$ cat src/inc/ivp_pkg.sv
package ivp_pkg;
	// Number of vector slots handled (0..41)
	localparam int VEC_COUNT = 42;
	localparam int VEC_W     = 6;
	localparam int ADDR_W    = 19;
	localparam int LVL_W     = 2;
	// Each entry spans two words
	localparam int ENTRY_WORDS_SHIFT = 1;
	// Named slots: core exceptions 2..5, then peripheral sources from 0x11
	localparam logic [VEC_W-1:0] VEC_ILLEGAL   = 6'h02;
	localparam logic [VEC_W-1:0] VEC_SWI3      = 6'h03;
	localparam logic [VEC_W-1:0] VEC_STACK_OVF = 6'h04;
	localparam logic [VEC_W-1:0] VEC_MISALIGN  = 6'h05;
	localparam logic [VEC_W-1:0] VEC_EXT_A     = 6'h11;
	localparam logic [VEC_W-1:0] VEC_LOW_VOLT  = 6'h14;
	localparam logic [VEC_W-1:0] VEC_CLK_SYNTH = 6'h15;
	localparam logic [VEC_W-1:0] VEC_FLASH_ERR = 6'h16;
	localparam logic [VEC_W-1:0] VEC_CAN_BOFF  = 6'h1A;
	localparam logic [VEC_W-1:0] VEC_SPI1_RXF  = 6'h26;
	localparam logic [VEC_W-1:0] VEC_SPI0_TXE  = 6'h29;
	// Slots never generated: resets 0,1 and reserved 8,12,13,19,25,36,37
	localparam logic [VEC_COUNT-1:0] VEC_VALID_MASK = 42'h3CF_FDF7_CEFC;
	// Slots locked at level 3 (core exceptions 2..5)
	localparam logic [VEC_COUNT-1:0] VEC_FIXED3_MASK = 42'h000_0000_003C;
	// Debug slots: level 1..3 (6,7,9,10,11)
	localparam logic [VEC_COUNT-1:0] VEC_DEBUG_MASK = 42'h000_0000_0EC0;
	// Fixed software levels at 14,15,16
	localparam logic [VEC_COUNT-1:0] VEC_SWI2_MASK = 42'h000_0000_4000;
	localparam logic [VEC_COUNT-1:0] VEC_SWI1_MASK = 42'h000_0000_8000;
	localparam logic [VEC_COUNT-1:0] VEC_SWI0_MASK = 42'h000_0001_0000;
	localparam logic [ADDR_W-1:0]    BASE_RESET    = 19'h0_0000;
	localparam logic [LVL_W-1:0]     LVL_TOP       = 2'h3;
	localparam logic [LVL_W-1:0]     LVL_PERIPH_MAX = 2'h2;
	// Grant bundle handed to the core
	typedef struct packed {
		logic              valid;
		logic [VEC_W-1:0]  vector;
		logic [LVL_W-1:0]  level;
		logic [ADDR_W-1:0] address;
	} ivp_grant_t;
endpackage : ivp_pkg

$ cat src/rtl/ivp_top.sv
`timescale 1ns/10ps
module ivp_top
	import ivp_pkg::*;
(
	// Clock and reset
	input  wire logic                           clk_sys_in,
	input  wire logic                           rst_n_in,
	// Vector base from the vector_base_register
	input  wire logic [ADDR_W-1:0]              vector_base_register_in,
	// Request lines indexed by vector number, and their assigned levels
	input  wire logic [VEC_COUNT-1:0]           req_in,
	input  wire logic [VEC_COUNT-1:0][LVL_W-1:0] level_in,
	// Core handshake
	input  wire logic                           ack_in,
	output ivp_grant_t                          grant_out
);

	// Effective level of each slot, clamped to its documented range
	function automatic logic [LVL_W-1:0] eff_level(input int v, input logic [LVL_W-1:0] l);
		logic [LVL_W-1:0] r;
		r = l;
		if (VEC_FIXED3_MASK[v]) begin
			r = LVL_TOP;
		end else if (VEC_DEBUG_MASK[v]) begin
			r = (l == 2'h0) ? 2'h1 : l;
		end else if (VEC_SWI2_MASK[v]) begin
			r = 2'h2;
		end else if (VEC_SWI1_MASK[v]) begin
			r = 2'h1;
		end else if (VEC_SWI0_MASK[v]) begin
			r = 2'h0;
		end else if (l > LVL_PERIPH_MAX) begin
			r = LVL_PERIPH_MAX;
		end
		return r;
	endfunction : eff_level

	// Requests seen by the arbiter; reserved slots are masked out
	// Reset overlay entries 0 and 1 are never interrupt sources
	logic [VEC_COUNT-1:0] live_req;
	assign live_req = req_in & VEC_VALID_MASK;

	// Winner search: highest level, then smallest vector
	logic             win_found;
	logic [VEC_W-1:0] win_vec;
	logic [LVL_W-1:0] win_lvl;
	always_comb begin
		logic [LVL_W-1:0] lv;
		lv        = '0;
		win_found = 1'b0;
		win_vec   = '0;
		win_lvl   = '0;
		for (int v = 0; v < VEC_COUNT; v++) begin
			lv = eff_level(v, level_in[v]);
			// Strict greater keeps the lower vector on ties
			if (live_req[v] && (!win_found || lv > win_lvl)) begin
				win_found = 1'b1;
				win_vec   = VEC_W'(v);
				win_lvl   = lv;
			end
		end
	end

	// Vector address: base plus two words per entry, 19 bits wide
	// A carry past the top bit is dropped: table targets are 19 bits only
	logic [ADDR_W-1:0] win_addr;
	assign win_addr = vector_base_register_in
		+ (ADDR_W'(win_vec) << ENTRY_WORDS_SHIFT);

	// Grant register: loads a new winner only when none is outstanding
	ivp_grant_t grant_reg;
	always_ff @(posedge clk_sys_in) begin
		if (!rst_n_in) begin
			// Reset: no grant outstanding, all fields zero
			grant_reg <= '0;
		end else if (grant_reg.valid && ack_in) begin
			// Core took it: drop valid, fields keep their last value
			grant_reg.valid <= 1'b0;
		end else if (!grant_reg.valid && win_found) begin
			// Idle with a winner: vector, level and address load together
			grant_reg.valid   <= 1'b1;
			grant_reg.vector  <= win_vec;
			grant_reg.level   <= win_lvl;
			grant_reg.address <= win_addr;
		end
	end
	assign grant_out = grant_reg;

	// Snapshot of what the arbiter saw at each edge, kept for the ordering checks
	// A grant that rises at one edge was chosen from the snapshot taken at that same edge
	logic [VEC_COUNT-1:0]            req_seen_reg; // Live requests at the last edge
	logic [VEC_COUNT-1:0][LVL_W-1:0] lvl_seen_reg; // Assigned levels at the last edge

	// Request snapshot, cleared in reset so no stale slot is blamed afterwards
	always_ff @(posedge clk_sys_in) begin
		if (!rst_n_in) begin
			req_seen_reg <= '0; // Nothing pending in reset
		end else begin
			req_seen_reg <= live_req; // Reserved slots already masked
		end
	end

	// Level snapshot, raw as assigned; clamping is applied where it is read
	always_ff @(posedge clk_sys_in) begin
		if (!rst_n_in) begin
			lvl_seen_reg <= '0; // All levels zero in reset
		end else begin
			lvl_seen_reg <= level_in; // Whatever software assigned
		end
	end

	// Flags for any snapshot request that should have beaten the granted one
	logic lvl_beaten; // A pending request stood at a higher level
	logic tie_beaten; // A pending request tied on level with a smaller vector
	always_comb begin
		logic [LVL_W-1:0] sl;
		sl         = '0;
		lvl_beaten = 1'b0;
		tie_beaten = 1'b0;
		for (int v = 0; v < VEC_COUNT; v++) begin
			sl = eff_level(v, lvl_seen_reg[v]);
			// Higher level left waiting
			if (req_seen_reg[v] && sl > grant_reg.level) begin
				lvl_beaten = 1'b1;
			end
			// Same level but a smaller vector left waiting
			if (req_seen_reg[v] && sl == grant_reg.level && v < int'(grant_reg.vector)) begin
				tie_beaten = 1'b1;
			end
		end
	end
endmodule : ivp_top

$ cat config.mk
export PLATFORM = sky130hd
export DESIGN_NAME = ivp_top
export DESIGN_NICKNAME = d
export VERILOG_FILES = /design/src/inc/ivp_pkg.sv /design/src/rtl/ivp_top.sv
export SDC_FILE = /design/constraint.sdc
export NUM_CORES = 1
export LEC_CHECK = 0
export BUFFER_PORTS_ARGS = -buffer_cell sky130_fd_sc_hd__buf_2
export CAP_MARGIN = 30
export CORE_ASPECT_RATIO = 1.5
export CORE_UTILIZATION = 35
export CTS_BUF_LIST = sky130_fd_sc_hd__clkbuf_8
export CTS_CLUSTER_SIZE = 20
export DETAILED_ROUTE_END_ITERATION = 6
export MAX_ROUTING_LAYER = met4
export SETUP_SLACK_MARGIN = 0.4
export SLEW_MARGIN = 10
export SYNTH_ARGS = -nofsm -noshare
export SYNTH_HDL_FRONTEND = slang
export SYNTH_SLANG_ARGS = --single-unit
$ cat constraint.sdc
create_clock -name clk_sys_in -period 46.7 [get_ports clk_sys_in]
set_clock_uncertainty 0.2 [all_clocks]
set_input_delay 11.675 -clock clk_sys_in [delete_from_list [all_inputs] [get_ports clk_sys_in]]
set_output_delay 11.675 -clock clk_sys_in [all_outputs]
set_load 0.02 [all_outputs]
==> metrics.cfg <==
[grt]
antenna_found_initial=0
grt_max_degree=41
grt_pass1_wl_um=21690
grt_use_total_pct=18.88
grt-ovfl-total=0
grt_pass1_vias=4787

[route]
post-route-drc-count=0
drt-initial-drc-count=131
routed_wl_um=13540
antenna_left=0
vias=5184
first_pass_iters=4
vias_per_cell=5.544
detail_route.wl_per_cell_um=14.48

[timing]
setup_viol=0
slew_headroom_pct=40.16
worst_pin_slew_ps=897.5
drv_slew=0
rsz0062_at_grt=no
layout_setup_ws_ps=3089
fin_crit_sh_pct=93.39
finalHoldViolations=0
tns_ps=0
hold_ws_ps=254.6
layout_min_cycle_time_ps=43610
fmax_mhz=22.93

[layout]
nNetsFinal=967
largest_register_ffs=28
fin_cells=935
nFillCells=1436
fin_area_mm2=0.005545
syn_to_final_growth_pct=16.75
antenna_cells=0
final_util_pct=42.39
drive_gt1_share_pct=23.97

[critical_path]
path_max_fanout=9
slowest_stage=a2111oi_0
startpoint_type=input pin
path_common_cell=ha_1
required_ps=46630
worstSetupPathType=input pin to flip-flop
max_stage_delay_ps=530
arrival_ps=43550
cp-end-kind=flip-flop

[place]
dpl_cell_area_mm2=0.005460
dp.cells=929
gp_congestion=0.8468
io_buffers=134
dp.final_hpwl_um=11470
preCtsSetupSlack_ps=2105

[floorplan]
die_area_mm2=0.01405
num_rows=51
die_h_um=144.7
core_mm2=0.01308
io_pins=176
die_w_um=97.12
initial_core_util_pct=36.31

[synth]
synth-seq-cells=28
syn-num-nets=857
synth.top_cells.by_area=dfxtp_1 12%, ha_1 11%, nand2_1 7.2%
ys_async_sr_fraction_pct=0
postSynthAreaPerCell_um2=7.121
synth_cells=667
yosysSeqAreaShare_pct=11.80
synth_top_area_cell=dfxtp_1
yosysTopAreaCellShare_pct=11.80
synth_edf_count=0
synth_common_cells=91 x nand2_1, 70 x nor2_1, 44 x a21oi_1, 41 x ha_1, 29 x inv_1
netlist_area_mm2=0.004750
yosys_warnings=0
synthFlopType=dfxtp_1
synth.distinct_cells=94
synth_most_common_cell=nand2_1

[clock_tree]
clk_latency_ps=270
numCtsBuffers=3
root_buffer=clkbuf_8
cts_tree=done
cts_hold_buffers=0
cts.sinks=28
cts_max_level=1
clockBufferDepth=2
cts.reportedPaths.clkPinSlew_ps=100

[power]
switchingPower_mw=0.2122
finalPower_mw=0.4096
p_leak_nw=2.557
clkPwrFrac_pct=3.7
pwr-share-seq_pct=8.4
sw_frac_of_total_pct=51.82
peakVddDrop_mv=0.03196
powerDensity_mw_per_mm2=73.86
p_int_mw=0.1973
pwr-share-comb_pct=87.9

[run_status]
outcome=completed

[flow_run]
maxCapViolCount=0

[min_path]
hp-class=flip-flop to flip-flop

[cell type report]
class | count | area, um2 | share of cell area (%)
Multi-Input combinational cell | 577 | 3921 | 70.71
Timing Repair Buffer | 138 | 700.7 | 12.64
Sequential cell | 28 | 560.5 | 10.11
Tap cell | 159 | 198.9 | 3.588
Inverter | 29 | 108.9 | 1.963
Clock buffer | 4 | 55.05 | 0.9928
[layer usage]
| metal | wire, um | vias to the layer above | global-route usage [%] |
|---|---|---|---|
| met5 | 0 | - | - |
| met3 | 425 | 16 | 1.201 |
| met4 | 242 | 0 | 4.713 |
| met2 | 7216 | 109 | 37.18 |
| met1 | 5657 | 2357 | 20.49 |
| li1 | - | 2702 | - |
[power groups by stage]
| stage | registers [mW] | clock network, mW | logic (mW) |
|---|---|---|---|
| after CTS | 0.0343 | 0.0153 | 0.363 |
| after global placement | 0.0347 | 0 | 0.358 |
| after floorplan | 0.0424 | 0 | 0.285 |
| after global routing | 0.0351 | 0.0165 | 0.411 |
| final | 0.0343 | 0.0153 | 0.360 |
| after detailed placement | 0.0349 | 0 | 0.360 |
[final timing paths]
path | depth (start not counted) | slack (ps) | start | to
worst min register to register | 2 | 250 | grant_out[4]$_SDFFE_PN0P_ | grant_out[4]$_SDFFE_PN0P_
worst max register to register | 6 | 45170 | grant_out[27]$_SDFFE_PP0P_ | grant_out[19]$_SDFFE_PN0P_
worst min-delay path | 2 | 250 | grant_out[4]$_SDFFE_PN0P_ | grant_out[4]$_SDFFE_PN0P_
worst max-delay path | 164 | 3090 | req_in[6] | grant_out[17]$_SDFFE_PN0P_
[cells in the final DEF, fill, tap and decap left out, drive strengths merged, types with 3 or more instances in the layout]
master | synthesis | final
a22oi | 6 | 6
nand4 | 5 | 5
a21oi | 46 | 46
nor3 | 18 | 18
o211a | 5 | 5
a211oi | 18 | 18
nand3 | 17 | 17
nor2b | 20 | 20
mux2i | 4 | 4
or4 | 5 | 5
o32ai | 3 | 3
a21boi | 8 | 8
xor2 | 7 | 7
ha | 41 | 41
o21ai | 29 | 29
o31ai | 11 | 11
a31oi | 14 | 14
nor4 | 10 | 10
a32oi | 3 | 3
nor2 | 71 | 71
and2 | 9 | 9
o22ai | 4 | 4
buf | 12 | 138
o31a | 3 | 3
a22o | 5 | 5
o211ai | 11 | 11
and3 | 11 | 11
o21a | 8 | 8
a21o | 8 | 8
nand2b | 18 | 18
a31o | 6 | 6
a2111oi | 3 | 3
nand2 | 91 | 91
o2111ai | 6 | 6
xnor2 | 9 | 9
inv | 29 | 29
dfxtp | 28 | 28
nand3b | 7 | 7
clkbuf | 21 | 4
[timing repair]
item | CTS | global route
resized for setup | 0 | 3
endpoints found under the setup margin | 0 | 11
setup buffers | 0 | 2
[kinds of logic (layout without fill, tap and decap cells)]
group                      count (synthesis)  count (layout)  share of synthesized area, %
buffers and inverters                     62             171                         6.033
AOI/OAI and AO/OA                        219             219                         34.35
muxes                                      5               5                         1.159
xor gates and xnor gates                  16              16                         2.951
and+or+nand+nor                          293             293                         32.03
adders and majority gates                 44              44                         11.67
DFF                                       28              28                         11.80
[critical path: cells and delay by family]
kind	cells	cell delay (ps)
xor gates and xnor gates	1	160
muxes	2	600
AOI/OAI and AO/OA	73	15100
buffers and inverters	6	560
and+or+nand+nor	55	7940
adders and majority gates	27	7540
Note: power is estimated with default switching activity, not from simulation.
